`src/core/udse_regs.vh`:
```
// register map and field constants for the device status and endpoint interrupt block
// assumes a 32-bit classic wishbone slave with byte addresses
`ifndef UDSE_REGS_VH
`define UDSE_REGS_VH

// register byte offsets, low address bits decoded
`define UDSE_ADDR_W          18
`define UDSE_OFF_DEV_STATUS  18'h3C808
`define UDSE_OFF_IN_MASK     18'h3C810
`define UDSE_OFF_OUT_MASK    18'h3C814
`define UDSE_OFF_EP_SUMMARY  18'h3C818
`define UDSE_OFF_DEV_CONTROL 18'h3C804

// device status fields
`define UDSE_SOF_HI          21
`define UDSE_SOF_LO          8
`define UDSE_ERRATIC_BIT     3
`define UDSE_SPEED_HI        2
`define UDSE_SPEED_LO        1
`define UDSE_SUSPEND_BIT     0
`define UDSE_SPEED_RESET     2'h1
`define UDSE_SPEED_LOW       2'h2
`define UDSE_SPEED_FULL      2'h3
`define UDSE_SOF_RESET       14'h0000

// device control fields held here
`define UDSE_WAKEUP_BIT      0

// common mask layout; only these bits are writable
`define UDSE_IN_MASK_BITS    32'h0000215F
`define UDSE_OUT_MASK_BITS   32'h0000315F
`define UDSE_MASK_RESET      32'h00000000

// summary layout
`define UDSE_OUT_SUM_LO      16
`define UDSE_IN_SUM_LO       0

`endif

```
`src/core/udse_core.v`:
```
// device status, remote wakeup and endpoint interrupt aggregation for a usb device core
// assumes a classic wishbone master on clk_i and per-endpoint cause flags from the core
//
// What this block does
// - while wakeup bit is set in suspend, drive remote wakeup signalling to host
// - status bits 21:8 show last received sof frame number, reset zero
// - erratic phy error sets bit 3, suspends, and raises early suspend flag
// - speed field 2:1 reports chirp result: 2 low, 3 full; resets to 1
// - suspend bit 0 is one while suspend seen; long idle enters suspend
// - suspend ends on bus activity or software writing the wakeup bit
// - both common masks reset fully masked; causes count only when unmasked
// - in mask: nak 13, underrun 8, nak effective 6, token fifo empty 4
// - in mask bit 3 unmasks timeout, non-isochronous endpoints only
// - both masks: bus error 2, endpoint disabled 1, transfer done 0
// - out mask: nak 13, babble 12, out packet error 8
// - out mask bit 6 gates back-to-back setup, control out endpoints only
// - out mask bit 4 gates out token while disabled, control out only
// - out mask bit 3 gates setup phase done, control endpoints only
// - endpoint events reach software via out or in summary core bits
// - summary holds one bit per endpoint per direction
// - summary bits are read only and follow per-endpoint flags
// - out summary bits 22..17 for endpoints 6..1, reset zero
// - out endpoint 0 summary at bit 16
// - in summary bits 0..6 for endpoints 0..6
`timescale 1ns/1ps
`include "udse_regs.vh"

module udse_core #(
  parameter NUM_EP = 7                           // endpoints per direction
) (
  input  wire                clk_i,              // core clock, 200 MHz
  input  wire                rst_i,              // synchronous reset, active high
  input  wire [31:0]         wb_adr_i,           // wishbone byte address
  input  wire [31:0]         wb_dat_i,           // wishbone write data
  input  wire [3:0]          wb_sel_i,           // wishbone byte selects
  input  wire                wb_we_i,            // wishbone write enable
  input  wire                wb_cyc_i,           // wishbone cycle
  input  wire                wb_stb_i,           // wishbone strobe
  output reg  [31:0]         wb_dat_o,           // wishbone read data
  output reg                 wb_ack_o,           // wishbone acknowledge
  output reg                 wb_err_o,           // unmapped address answer
  input  wire                sof_valid_i,        // pulse: sof packet received
  input  wire [13:0]         sof_frame_i,        // frame number of that sof
  input  wire                speed_valid_i,      // pulse: chirp sequence finished
  input  wire [1:0]          speed_i,            // negotiated speed code
  input  wire                erratic_i,          // pin-level erratic phy error
  input  wire                bus_idle_i,         // pin-level long idle seen on bus
  input  wire                bus_activity_i,     // pin-level bus activity
  input  wire [32*NUM_EP-1:0] in_flags_i,        // per in endpoint cause flags
  input  wire [32*NUM_EP-1:0] out_flags_i,       // per out endpoint cause flags
  output reg                 remote_wakeup_o,    // drive resume signalling on bus
  output reg                 early_suspend_o,    // early suspend flag to core irq reg
  output reg                 in_endpoints_summary_o,  // core in endpoints bit
  output reg                 out_endpoints_summary_o, // core out endpoints bit
  output reg  [NUM_EP-1:0]   in_ep_request_o,    // masked per in endpoint request
  output reg  [NUM_EP-1:0]   out_ep_request_o    // masked per out endpoint request
);

  // synchronisers for pin-level inputs
  reg [2:0] sync1_reg;
  reg [2:0] sync2_reg;
  wire      erratic_s  = sync2_reg[0];
  wire      idle_s     = sync2_reg[1];
  wire      activity_s = sync2_reg[2];

  always @(posedge clk_i) begin
    if (rst_i) begin
      sync1_reg <= 3'h0;
      sync2_reg <= 3'h0;
    end else begin
      sync1_reg <= {bus_activity_i, bus_idle_i, erratic_i};
      sync2_reg <= sync1_reg;
    end
  end

  // registers
  reg [13:0] sof_reg;
  reg [1:0]  speed_reg;
  reg        erratic_reg;
  reg        suspend_reg;
  reg        wakeup_reg;
  reg [31:0] in_mask_reg;
  reg [31:0] out_mask_reg;

  // bus decode; one-cycle ack, low address bits select the register
  wire [`UDSE_ADDR_W-1:0] addr = wb_adr_i[`UDSE_ADDR_W-1:0];
  wire req      = wb_cyc_i & wb_stb_i & ~wb_ack_o & ~wb_err_o;
  wire hit_stat = (addr == `UDSE_OFF_DEV_STATUS);
  wire hit_in   = (addr == `UDSE_OFF_IN_MASK);
  wire hit_out  = (addr == `UDSE_OFF_OUT_MASK);
  wire hit_sum  = (addr == `UDSE_OFF_EP_SUMMARY);
  wire hit_ctl  = (addr == `UDSE_OFF_DEV_CONTROL);
  wire mapped   = hit_stat | hit_in | hit_out | hit_sum | hit_ctl;
  wire wr       = req & wb_we_i & mapped;

  // byte lane expansion of select
  wire [31:0] lane = {{8{wb_sel_i[3]}}, {8{wb_sel_i[2]}}, {8{wb_sel_i[1]}}, {8{wb_sel_i[0]}}};
  wire ctl_wr_wake = wr & hit_ctl & wb_sel_i[0];
  // value the wakeup bit takes at this edge; the same write also ends suspend,
  // so the signalling decision must see the new bit against the old suspend state
  wire wakeup_next = ctl_wr_wake ? wb_dat_i[`UDSE_WAKEUP_BIT] : wakeup_reg;

  // per endpoint masked requests
  wire [NUM_EP-1:0] in_req;
  wire [NUM_EP-1:0] out_req;
  genvar g;
  generate
    for (g = 0; g < NUM_EP; g = g + 1) begin : g_ep
      // mask read as zero in reserved positions so stray causes never count
      assign in_req[g]  = |(in_flags_i[32*g+31:32*g] & in_mask_reg);
      assign out_req[g] = |(out_flags_i[32*g+31:32*g] & out_mask_reg);
    end
  endgenerate

  // summary: one bit per endpoint per direction, any flag set; read only
  wire [NUM_EP-1:0] in_any;
  wire [NUM_EP-1:0] out_any;
  generate
    for (g = 0; g < NUM_EP; g = g + 1) begin : g_sum
      assign in_any[g]  = |in_flags_i[32*g+31:32*g];
      assign out_any[g] = |out_flags_i[32*g+31:32*g];
    end
  endgenerate

  reg [31:0] summary;
  always @* begin
    summary = 32'h00000000;
    summary[`UDSE_IN_SUM_LO +: NUM_EP]  = in_any;
    summary[`UDSE_OUT_SUM_LO +: NUM_EP] = out_any;
  end

  // status register image
  reg [31:0] status;
  always @* begin
    status = 32'h00000000;
    status[`UDSE_SOF_HI:`UDSE_SOF_LO]     = sof_reg;
    status[`UDSE_ERRATIC_BIT]             = erratic_reg;
    status[`UDSE_SPEED_HI:`UDSE_SPEED_LO] = speed_reg;
    status[`UDSE_SUSPEND_BIT]             = suspend_reg;
  end

  // read mux
  reg [31:0] rdata;
  always @* begin
    rdata = 32'h00000000;
    if (hit_stat)
      rdata = status;
    if (hit_in)
      rdata = in_mask_reg;
    if (hit_out)
      rdata = out_mask_reg;
    if (hit_sum)
      rdata = summary;
    if (hit_ctl)
      rdata[`UDSE_WAKEUP_BIT] = wakeup_reg;
  end

  // bus answer: ack one cycle after the request, err for unmapped addresses
  always @(posedge clk_i) begin
    if (rst_i) begin
      wb_ack_o <= 1'b0;
      wb_err_o <= 1'b0;
      wb_dat_o <= 32'h00000000;
    end else begin
      wb_ack_o <= req & mapped;
      wb_err_o <= req & ~mapped;
      wb_dat_o <= (req & mapped & ~wb_we_i) ? rdata : 32'h00000000;
    end
  end

  // common masks; reserved bits never store, so they read as zero
  always @(posedge clk_i) begin
    if (rst_i) begin
      in_mask_reg  <= `UDSE_MASK_RESET;
      out_mask_reg <= `UDSE_MASK_RESET;
    end else begin
      if (wr & hit_in)
        in_mask_reg <= ((wb_dat_i & lane) | (in_mask_reg & ~lane)) & `UDSE_IN_MASK_BITS;
      if (wr & hit_out)
        out_mask_reg <= ((wb_dat_i & lane) | (out_mask_reg & ~lane)) & `UDSE_OUT_MASK_BITS;
    end
  end

  // sof frame number and enumerated speed capture
  always @(posedge clk_i) begin
    if (rst_i) begin
      sof_reg   <= `UDSE_SOF_RESET;
      speed_reg <= `UDSE_SPEED_RESET;
    end else begin
      if (sof_valid_i)
        sof_reg <= sof_frame_i;
      // only the documented speed codes are taken from the chirp result
      if (speed_valid_i && (speed_i == `UDSE_SPEED_LOW || speed_i == `UDSE_SPEED_FULL))
        speed_reg <= speed_i;
    end
  end

  // remote wakeup control bit, software owned
  always @(posedge clk_i) begin
    if (rst_i)
      wakeup_reg <= 1'b0;
    else if (ctl_wr_wake)
      wakeup_reg <= wb_dat_i[`UDSE_WAKEUP_BIT];
  end

  // suspend and erratic state; erratic stays until reset since only a
  // soft disconnect, handled outside this block, recovers from it
  always @(posedge clk_i) begin
    if (rst_i) begin
      erratic_reg <= 1'b0;
      suspend_reg <= 1'b0;
    end else begin
      if (erratic_s)
        erratic_reg <= 1'b1;
      // entry wins over exit so an erratic event is never lost
      if (erratic_s | idle_s)
        suspend_reg <= 1'b1;
      else if (activity_s | ctl_wr_wake)
        suspend_reg <= 1'b0;
    end
  end

  // registered outputs
  always @(posedge clk_i) begin
    if (rst_i) begin
      remote_wakeup_o         <= 1'b0;
      early_suspend_o         <= 1'b0;
      in_endpoints_summary_o  <= 1'b0;
      out_endpoints_summary_o <= 1'b0;
      in_ep_request_o         <= {NUM_EP{1'b0}};
      out_ep_request_o        <= {NUM_EP{1'b0}};
    end else begin
      // signalling held while bit set and device was suspended when it rose
      remote_wakeup_o         <= wakeup_next & (suspend_reg | remote_wakeup_o);
      early_suspend_o         <= erratic_s;
      in_endpoints_summary_o  <= |in_req;
      out_endpoints_summary_o <= |out_req;
      in_ep_request_o         <= in_req;
      out_ep_request_o        <= out_req;
    end
  end

endmodule

```
`config.mk`:
```
export PLATFORM = sky130hd
export DESIGN_NAME = udse_core
export DESIGN_NICKNAME = d
export VERILOG_FILES = /design/src/core/udse_core.v
export VERILOG_INCLUDE_DIRS = /design/src /design/src/core
export SDC_FILE = /design/constraint.sdc
export NUM_CORES = 1
export LEC_CHECK = 0
export ABC_AREA = 1
export BUFFER_PORTS_ARGS = -buffer_cell sky130_fd_sc_hd__buf_2
export CORE_AREA = 2 2 230 232
export CTS_CLUSTER_DIAMETER = 120
export DETAILED_ROUTE_END_ITERATION = 10
export DIE_AREA = 0 0 232 234
export PLACE_DENSITY = 0.3
export SLEW_MARGIN = 20
export SYNTH_ARGS = -nofsm -noshare
export SYNTH_HDL_FRONTEND = slang
export SYNTH_SLANG_ARGS = --single-unit
```
`constraint.sdc`:
```
create_clock -name clk_i -period 1.62 [get_ports clk_i]
set_input_delay 0.162 -clock clk_i [delete_from_list [all_inputs] [get_ports clk_i]]
set_output_delay 0.162 -clock clk_i [all_outputs]
set_load 0.005 [all_outputs]
```
==> results of run 1 <==
[repair_timing]
item / CTS / global route
setup endpoints to repair: 2 / 27
setup buffers: 1 / 0
hold buffers: 8 / 0
pin swaps: 1 / 3
hold endpoints to repair: 8 / 0
gates resized for setup: 4 / 17
[cells in the final DEF (no fill, tap or decap), types with 4 or more instances in the layout]
cell | netlist | layout
diode_2 | 0 | 5
a221oi_2 | 0 | 5
nor2_1 | 99 | 94
nand2_2 | 1 | 4
nor3_1 | 4 | 4
dfxtp_2 | 0 | 5
conb_1 | 1 | 10
buf_12 | 0 | 7
nor4_1 | 110 | 110
buf_2 | 2 | 544
nand3_2 | 3 | 4
o21ai_0 | 29 | 29
inv_2 | 4 | 5
buf_4 | 11 | 64
o21ai_1 | 6 | 6
nand2_1 | 148 | 145
a21oi_1 | 25 | 25
inv_1 | 73 | 72
nor2_2 | 4 | 8
nand3_1 | 22 | 21
clkbuf_16 | 0 | 9
dlygate4sd3_1 | 0 | 8
nand4_1 | 44 | 44
a22o_1 | 23 | 23
dfxtp_1 | 84 | 79
[kinds of logic (layout without fill, tap and decap cells)]
| kind of cell | Yosys count | count (layout) | share of synthesized area (%) |
|---|---|---|---|
| buffers and inverters | 116 | 717 | 9.66 |
| DFF | 84 | 84 | 33.4 |
| other | 1 | 15 | 0.0744 |
| AOI/OAI and AO/OA | 104 | 104 | 13.3 |
| and+or+nand+nor | 445 | 445 | 43.6 |
[layout make-up]
| class | instances | area, um^2 |
|---|---|---|
| antenna | 5 | 12.5 |
| clock buffer | 9 | 225 |
| clock inverter | 7 | 57.6 |
| fill | 6001 | 42500 |
| inverter | 78 | 293 |
| multi-input combinational | 559 | 2970 |
| sequential | 84 | 1690 |
| tap | 688 | 861 |
| timing repair buffer | 623 | 3420 |
[layer usage]
| layer | vias up | share of wire, % | track usage (%) |
|---|---|---|---|
| met5 | - | 0 | 0 |
| met1 | 3466 | 37 | 13.1 |
| met4 | 0 | 2.2 | 4.09 |
| met3 | 37 | 6.4 | 3.32 |
| li1 | 3864 | - | - |
| met2 | 361 | 54 | 25.7 |
[path summary, 6_finish.rpt]
check	startpoint	slack, ns	depth (start not counted)	endpoint
setup / recovery	flop	0.11	9	in_endpoints_summary_o
hold / removal	bus_activity_i	0.03	3	sync1_reg[2]
setup reg to reg	flop	0.11	9	in_endpoints_summary_o
hold reg to reg	sync1_reg[0]	0.40	2	sync2_reg[0]
[tightest hold or removal path, cell delays in order]
cell and delay (ns):
buf_2 0.08, inv_1 0.04, nor2_1 0.09
[per-stage QoR]
| step | setup WS [ns] | util [%] | hold WS [ns] | TNS (ns) | instance area [um^2] |
|---|---|---|---|---|---|
| finish | 0.109 | 18.3 | 0.0296 | 0 | 9530 |
| global route | -0.0183 | 18.3 | 0.0180 | -0.0183 | 9530 |
| CTS | 0.0000491 | 18.2 | 0.00361 | 0 | 9470 |
| detailed placement | -0.110 | 17.4 | 0.388 | -1.55 | 9080 |
| global placement | -0.136 | 17.4 | 0.388 | -1.25 | 9080 |
| floorplan | 0.263 | - | 0.269 | 0 | 5070 |
[power breakdown]
group / internal, uW / switching [uW] / total (uW) / leakage [uW]
sequential: 2100 / 15.6 / 2120 / 0.000685
combinational: 524 / 427 / 951 / 0.00393
clock: 1060 / 1060 / 2120 / 0.000129
==> results by group, run 1 <==
Setup path
  • Largest delay contributor family on the critical path: simple AND/OR/NAND/NOR gates
  • Worst-path fanout max: 8
  • Crit path DAT: 1.78 ns
  • Critical Path Source Type: flop
  • Worst path cell trace: buf_12 > nand2_2 > nand2_1 > a221oi_2 > nand4_1 > nor2_1 > nand2_1 > nor2_1 > nor2_1
  • CP max stage delay: 0.33 ns
  • Worst setup EP type: flop
  • CP Buf/Inv Count: 1
  • Crit Path Class: flop to flop
  • CP max-delay cell: dfxtp_2
  • CP dominant cell by count: nor2_1
  • Worst path required time: 1.89 ns

Detailed routing
  • DRC viols: 0
  • DRT iter0 DRCs: 320
  • Wire length per cell: 17.9 um
  • Routed wire length: 36700 um
  • First drt pass iteration count: 4
  • Vias per cell: 3.76
  • DR vias: 7728
  • Routed Antenna Nets: 0

Timing
  • Worst clock skew: 0.0119 ns
  • Post-route minimum period: 1.51 ns
  • Final Hold Viols: 0
  • Highest clock rate: 662 MHz
  • Rel. slew slack: 54.9%
  • Fin crit share: 93.3%
  • Final setup violation count: 0
  • Max-slew violation count: 0
  • Least-Margin Pin Slew: 0.670 ns

Synth
  • Commonest cells in the synthesized netlist: nand2_1, nor4_1, nor2_1
  • Mapped cell area: 0.00504 mm^2
  • Most common cell in the netlist: nand2_1
  • Ys flop type: dfxtp_1
  • Fraction of registers with async set or reset after synthesis: 0%
  • Seq cells post-synth: 84
  • Post-synthesis sequential area ratio: 33.4%
  • Yosys warning total: 0
  • Netlist cell types: 37
  • Top cell type's share of synthesized area: 33.4%
  • Top post-synthesis cells by area: dfxtp_1, nor4_1, nand2_1, nor2_1, nand4_1
  • Syn avg cell area: 6.72 um^2
  • Yosys top cell by area: dfxtp_1
  • Synthesized instance count: 750
  • Post-synth EDFFs: 0

Layout
  • Layout Nets: 1897
  • Final Non-Filler Cells: 2053
  • Layout area overhead: 89.0%
  • Share of layout cells above drive strength 1: 49.2%

Floorplan
  • CORE AREA: 0.0520 mm^2
  • Initial Util: 9.69%
  • # IOs: 594
  • Site row count: 84
  • Die area: 0.0543 mm^2
  • Die height: 234 um
  • Die X: 232 um

CTS
  • Root buffer cell: clkbuf_16
  • CTS tree: yes
  • Clk buf depth: 2
  • Worst-path clk slew: 0.07 ns
  • CTS HTree Levels: 3
  • CTS Sinks: 84
  • Cts bufs inserted: 9
  • Clock Latency Late Sink: 0.38 ns

Flow run
  • Max-Cap Viols: 0

Min path
  • Min-Delay Path Class: primary input to flop

Placed design
  • Port Buffers: 544
  • Placed cell count: 2023
  • GPL Wtd Cong: 0.837
  • Dpl hpwl: 32800 um

Global routing
  • Gr usage total: 13.0%
  • Antenna violations before repair: 7
  • Largest net degree at the start of global routing: 23
  • GRT Residual Overflow: 0
  • Vias in the first global route: 7931
  • First-pass GRT wire length: 49700 um

Power
  • Total Power: 5190 uW
  • VDD IR-drop max: 0.518 mV
  • Leak pwr: 0.00474 uW
  • P per Cell Area: 544 mW/mm^2

Outcome
  • Status: finished clean
Note: power is estimated with default switching activity, not from simulation.
==> run 2, diff against run 1 <==
Settings changed: BUFFER_PORTS_ARGS -buffer_cell sky130_fd_sc_hd__buf_2 to default, CORE_AREA 2 2 230 232 to 2 2 233 235, DIE_AREA 0 0 232 234 to 0 0 235 237, DONT_BUFFER_PORTS from default to 1.
==> results by group, run 2 (synthesis gave the netlist of run 1 again) <==
CTS
  • Clock Latency Late Sink: 0.38 ns (about the same)
  • Worst-path clk slew: 0.08 ns (was 0.07 ns)
  • CTS tree: yes (unchanged)
  • Clk buf depth: 2 (unchanged)
  • CTS Sinks: 84 (unchanged)
  • CTS HTree Levels: 3 (unchanged)
  • Root buffer cell: clkbuf_16 (unchanged)
  • Cts bufs inserted: 9 (unchanged)
  • # hold bufs at CTS: 71 (was 8)

Timing
  • Worst clock skew: 0.0161 ns (was 0.0119 ns)
  • Rel. slew slack: 50.8% (was 54.9%)
  • Highest clock rate: 597 MHz (was 662 MHz)
  • Final hold slack: -0.142 ns (was 0.0296 ns)
  • Least-Margin Pin Slew: 0.731 ns (was 0.670 ns)
  • Final setup violation count: 1 (was 0)
  • Post-route minimum period: 1.68 ns (was 1.51 ns)
  • Final WS setup: -0.0555 ns (was 0.109 ns)
  • Max-slew violation count: 0 (unchanged)
  • RSZ-0062 raised after global routing: yes
  • Final Hold Viols: 23 (was 0)
  • Fin crit share: 103% (was 93.3%)

Detailed routing
  • Routed wire length: 35300 um (was 36700 um)
  • DRC viols: 0 (unchanged)
  • Wire length per cell: 22.3 um (was 17.9 um)
  • DR vias: 6264 (was 7728)
  • DRT iter0 DRCs: 170 (was 320)
  • Routed Antenna Nets: 0 (unchanged)
  • First drt pass iteration count: 5 (was 4)
  • Vias per cell: 3.95 (was 3.76)

Setup path
  • Largest delay contributor family on the critical path: simple AND/OR/NAND/NOR gates (unchanged)
  • CP max-delay cell: nor4_1 (was dfxtp_2)
  • Worst path required time: 1.89 ns (about the same)
  • CP dominant cell by count: buf_12 (was nor2_1)
  • CP Buf/Inv Count: 2 (was 1)
  • Worst-path fanout max: 5 (was 8)
  • Worst path cell trace: buf_12 > buf_12 > a22o_1 > nor4_1 > nand2_1 > nor2_4 > nor2_2 (was buf_12 > nand2_2 > nand2_1 > a221oi_2 > nand4_1 > nor2_1 > nand2_1 > nor2_1 > nor2_1)
  • Critical Path Source Type: flop (unchanged)
  • Crit path DAT: 1.95 ns (was 1.78 ns)
  • Worst setup EP type: flop (unchanged)
  • CP max stage delay: 0.38 ns (was 0.33 ns)
  • Crit Path Class: flop to flop (unchanged)

Global routing
  • First-pass GRT wire length: 47000 um (was 49700 um)
  • Largest net degree at the start of global routing: 35 (was 23)
  • Vias in the first global route: 6642 (was 7931)
  • GRT Residual Overflow: 0 (unchanged)
  • Gr usage total: 12.2% (was 13.0%)
  • Antenna violations before repair: 3 (was 7)

Placed design
  • Port Buffers: 0 (was 544)
  • GPL Wtd Cong: 0.977 (was 0.837)
  • Placed cell count: 1493 (was 2023)
  • Dpl hpwl: 29600 um (was 32800 um)

Layout
  • Share of layout cells above drive strength 1: 16.1% (was 49.2%)
  • Reg area: 0.00169 mm^2 (about the same)
  • Layout area overhead: 50.8% (was 89.0%)
  • Final Non-Filler Cells: 1585 (was 2053)
  • Fill count: 6140 (was 6001)
  • Most frequent cells in the layout: nand2_1, nor4_1, nor2_1, dfxtp_1 (was buf_2, nand2_1, nor4_1, nor2_1, dfxtp_1)
  • Area occupied by multi-input gates: 0.00305 mm^2 (was 0.00297 mm^2)
  • Commonest non-fill, non-tap cell in the layout: nand2_1 (was buf_2)
  • Layout Nets: 1424 (was 1897)

Floorplan
  • Die X: 235 um (was 232 um)
  • Die height: 237 um (was 234 um)
  • Site row count: 85 (was 84)
  • Die area: 0.0557 mm^2 (was 0.0543 mm^2)
  • # IOs: 594 (unchanged)
  • CORE AREA: 0.0533 mm^2 (was 0.0520 mm^2)
  • Initial Util: 9.46% (was 9.69%)

Power
  • P per Cell Area: 626 mW/mm^2 (was 544 mW/mm^2)
  • VDD IR-drop max: 0.515 mV (was 0.518 mV)
  • Leak pwr: 0.00291 uW (was 0.00474 uW)

Flow run
  • Max-Cap Viols: 0 (unchanged)

Outcome
  • Violated checks: hold timing, setup timing
  • Status: finished, violations left (was finished clean)

Min path
  • Min-Delay Path Class: primary input to flop (unchanged)
run 2: cell types whose count changed in the layout (fill, tap and decap cells not counted), moves of 3 or more:
cell / previous run / this run
buf_4: 64 / 69
diode_2: 5 / 2
buf_6: 0 / 3
buf_2: 544 / 0
dlygate4sd3_1: 8 / 71
run 2: what timing repair did:
action / 4_1_cts / 5_1_grt
setup endpoints to repair: 17 / 20
endpoints found under the hold margin: 64 / 23
pin swaps: 5 / 6
setup buffers: 2 / 2
resized for setup: 18 / 20
run 2: layout make-up:
cell class,instances,area share (%)
clock buffers,10,3.14
clock inverters,6,0.708
well taps,696,11.5
inverters,78,3.85
repair buffers,150,18.4
diodes,2,0.0658
multi-input cells,559,40.2
flip-flops and latches,84,22.2
run 2: final timing paths:
check | from | end | slack (ns) | cells past startpoint
max | flop | in_endpoints_summary_o | -0.06 | 7
min | rst_i | flop | -0.14 | 1
max reg2reg | flop | in_endpoints_summary_o | -0.06 | 7
min reg2reg | sof_reg[7] | wb_dat_o[15] | 0.44 | 2
run 2: power by group:
group	total, uW	switching [uW]	internal [uW]
registers	2120	15.3	2100
logic	364	166	198
clock network	2270	1160	1120
run 2: per-layer routing:
layer	wire (um)	global-route usage, %	vias to the layer above
li1	-	-	2912
met2	18600	22.9	365
met4	1510	6.23	4
met3	2160	2.74	73
met1	13000	12.8	2910
met5	30	0	-
run 2: through the flow:
step           utilization (%)  area (um^2)  power, uW  worst slack [ns]  setup TNS, ns
5_1_grt                   14.3         7600       5040            -0.135         -0.172
3_3_place_gp              12.0         6410       2380            -0.320          -1.18
3_5_place_dp              12.0         6410       2390            -0.328         -0.970
4_1_cts                   14.1         7500       4980           -0.0723        -0.0724
6_report                  14.3         7600       4760           -0.0555        -0.0555
2_1_floorplan                -         5070       2340             0.263              0
==> run 3, diff against run 2 <==
Settings changed: TNS_END_PERCENT from default to 5.
==> results by group, run 3 (synthesis gave the netlist of run 1 again) <==
Power
  • P per Cell Area: 629 mW/mm^2 (was 626 mW/mm^2)
  • Combinational power share: 7.6% (about the same)
  • Sw Pwr: 1340 uW (about the same)
  • Int Pwr: 3410 uW (was 3420 uW)
  • Leak pwr: 0.00290 uW (was 0.00291 uW)
  • Switching part of the total power: 28.2% (was 28.1%)
  • Clock power frac: 47.9% (was 47.8%)
  • Sequential share of power: 44.5% (about the same)
  • VDD IR-drop max: 0.520 mV (was 0.515 mV)

Detailed routing
  • DRT iter0 DRCs: 164 (was 170)
  • Vias per cell: 3.95 (about the same)
  • Wire length per cell: 22.2 um (was 22.3 um)
  • DRC viols: 0 (unchanged)
  • First drt pass iteration count: 4 (was 5)
  • DR vias: 6252 (was 6264)
  • Routed Antenna Nets: 0 (unchanged)
  • Routed wire length: 35200 um (was 35300 um)

CTS
  • Root buffer cell: clkbuf_16 (unchanged)
  • CTS Sinks: 84 (unchanged)
  • CTS HTree Levels: 3 (unchanged)
  • Worst-path clk slew: 0.08 ns (about the same)
  • Clock Latency Late Sink: 0.38 ns (about the same)
  • # hold bufs at CTS: 70 (was 71)
  • Cts bufs inserted: 9 (unchanged)
  • Clk buf depth: 2 (unchanged)
  • CTS tree: yes (unchanged)

Global routing
  • Vias in the first global route: 6633 (was 6642)
  • Largest net degree at the start of global routing: 35 (unchanged)
  • Antenna violations before repair: 3 (unchanged)
  • Gr usage total: 12.2% (about the same)
  • GRT Residual Overflow: 0 (unchanged)
  • First-pass GRT wire length: 47000 um (about the same)

Setup path
  • CP max stage delay: 0.38 ns (about the same)
  • Worst setup EP type: flop (unchanged)
  • Reg2Reg Setup Slack: -0.05 ns (was -0.06 ns)
  • CP dominant cell by count: buf_12 (unchanged)
  • R2r worst-path depth: 7 (unchanged)
  • Crit Path Class: flop to flop (unchanged)
  • Capturing point of the worst reg2reg path: in_endpoints_summary_o (unchanged)
  • Worst path cell trace: buf_12 > buf_12 > a22o_1 > nor4_1 > nand2_1 > nor2_4 > nor2_2 (unchanged)
  • Crit path DAT: 1.95 ns (about the same)
  • Worst-path fanout max: 5 (unchanged)
  • CP endpoint: in_endpoints_summary_o (unchanged)
  • Worst path required time: 1.90 ns (was 1.89 ns)
  • Critical Path Source Type: flop (unchanged)
  • CP max-delay cell: nor4_1 (unchanged)

Timing
  • Worst clock skew: 0.0158 ns (was 0.0161 ns)
  • Least-Margin Pin Slew: 0.712 ns (was 0.731 ns)
  • Post-route minimum period: 1.67 ns (was 1.68 ns)
  • Final hold slack: -0.143 ns (was -0.142 ns)
  • Highest clock rate: 599 MHz (was 597 MHz)
  • RSZ-0062 raised after global routing: yes (unchanged)
  • Max-slew violation count: 0 (unchanged)
  • Rel. slew slack: 52.1% (was 50.8%)
  • Final Hold Viols: 23 (unchanged)
  • Final WS setup: -0.0499 ns (was -0.0555 ns)
  • Final setup violation count: 1 (unchanged)
  • Fin crit share: 103% (about the same)

Floorplan
  • # IOs: 594 (unchanged)
  • Die height: 237 um (unchanged)
  • Site row count: 85 (unchanged)
  • CORE AREA: 0.0533 mm^2 (unchanged)
  • Die X: 235 um (unchanged)
  • Die area: 0.0557 mm^2 (unchanged)
  • Initial Util: 9.46% (unchanged)

Placed design
  • GPL Wtd Cong: 0.977 (unchanged)
  • Placed cell count: 1493 (unchanged)
  • Port Buffers: 0 (unchanged)
  • Area post-placement: 0.00641 mm^2 (unchanged)
  • Dpl hpwl: 29600 um (unchanged)

Layout
  • Commonest non-fill, non-tap cell in the layout: nand2_1 (unchanged)
  • Layout Nets: 1422 (was 1424)
  • Final instance area: 0.00756 mm^2 (was 0.00760 mm^2)
  • Fill count: 6135 (was 6140)
  • Share of layout cells above drive strength 1: 15.3% (was 16.1%)
  • Layout area overhead: 50.0% (was 50.8%)
  • Most frequent cells in the layout: nand2_1, nor4_1, nor2_1, dfxtp_1, inv_1 (was nand2_1, nor4_1, nor2_1, dfxtp_1)
  • Reg area: 0.00169 mm^2 (unchanged)
  • Final Non-Filler Cells: 1584 (was 1585)
  • Area occupied by multi-input gates: 0.00303 mm^2 (was 0.00305 mm^2)
  • Final Util: 14.2% (was 14.3%)

Min path
  • Hold_sp: rst_i (unchanged)
  • Min-Delay Path Class: primary input to flop (unchanged)

Flow run
  • Max-Cap Viols: 0 (unchanged)

Outcome
  • Violated checks: hold timing, setup timing (unchanged)
  • Status: finished, violations left (unchanged)
-- run 3: cell count changes in the layout (fill, tap and decap cells not counted), moves of 2 or more --
cell | previous run | this run
a21oi_1 | 23 | 25
a21oi_2 | 2 | 0
buf_6 | 3 | 1
nand2_1 | 144 | 146
nand2_2 | 4 | 2
nor2_1 | 92 | 94
-- run 3: what timing repair did --
| item | CTS | global route |
|---|---|---|
| endpoints found under the hold margin | 64 | 23 |
| endpoints found under the setup margin | 17 | 22 |
| gates resized for setup | 13 | 15 |
| pin swaps | 4 | 4 |
| setup buffers | 2 | 0 |
| gates cloned | 0 | 0 |
-- run 3: layer usage --
layer / part of all wire (%) / global-route usage (%) / vias to the layer above
li1: - / - / 2908
met1: 36 / 12.8 / 2887
met2: 52 / 22.8 / 376
met3: 6.5 / 2.74 / 77
met4: 4.4 / 6.23 / 4
met5: 0.085 / 0 / -
-- run 3: worst min-delay path by stage --
| stage | end | slack (ns) | cells after the start |
|---|---|---|---|
| 4_1_cts | flop | -0.18 | 1 |
| 3_3_place_gp | flop | 0.26 | 1 |
| 2_1_floorplan | sync1_reg[0] | 0.27 | 2 |
| 6_report | flop | -0.14 | 1 |
| 5_1_grt | flop | -0.18 | 1 |
| 3_5_place_dp | flop | 0.26 | 1 |
-- run 3: power groups by stage --
stage / clock, uW / sequential [uW] / combinational [uW]
after floorplan: 0 / 2160 / 178
after global placement: 0 / 2170 / 216
after detailed placement: 0 / 2170 / 220
after CTS: 2490 / 2120 / 365
after global routing: 2520 / 2120 / 400
final: 2280 / 2120 / 360
-- run 3: critical path: cells and delay by family, from the launching register on --
family,cells,cell delay (ns)
flops,1,0.33
compound gates,1,0.21
simple gates,4,0.73
buf+inv,2,0.27
-- run 3: area by class of cell --
cell class | instances | share of cell area, %
tap | 696 | 11.5
clock inverter | 6 | 0.712
antenna | 3 | 0.0993
inverter | 78 | 3.87
sequential | 84 | 22.3
multi-input combinational | 559 | 40.1
timing repair buffer | 148 | 18.2
clock buffer | 10 | 3.16
-- run 3: per-stage QoR --
| step | TNS, ns | power, uW | worst slack [ns] |
|---|---|---|---|
| after floorplan | 0 | 2340 | 0.263 |
| after global placement | -1.18 | 2380 | -0.320 |
| after detailed placement | -0.970 | 2390 | -0.328 |
| after CTS | -0.119 | 4980 | -0.0723 |
| after global routing | -0.463 | 5040 | -0.154 |
| final | -0.0499 | 4760 | -0.0499 |
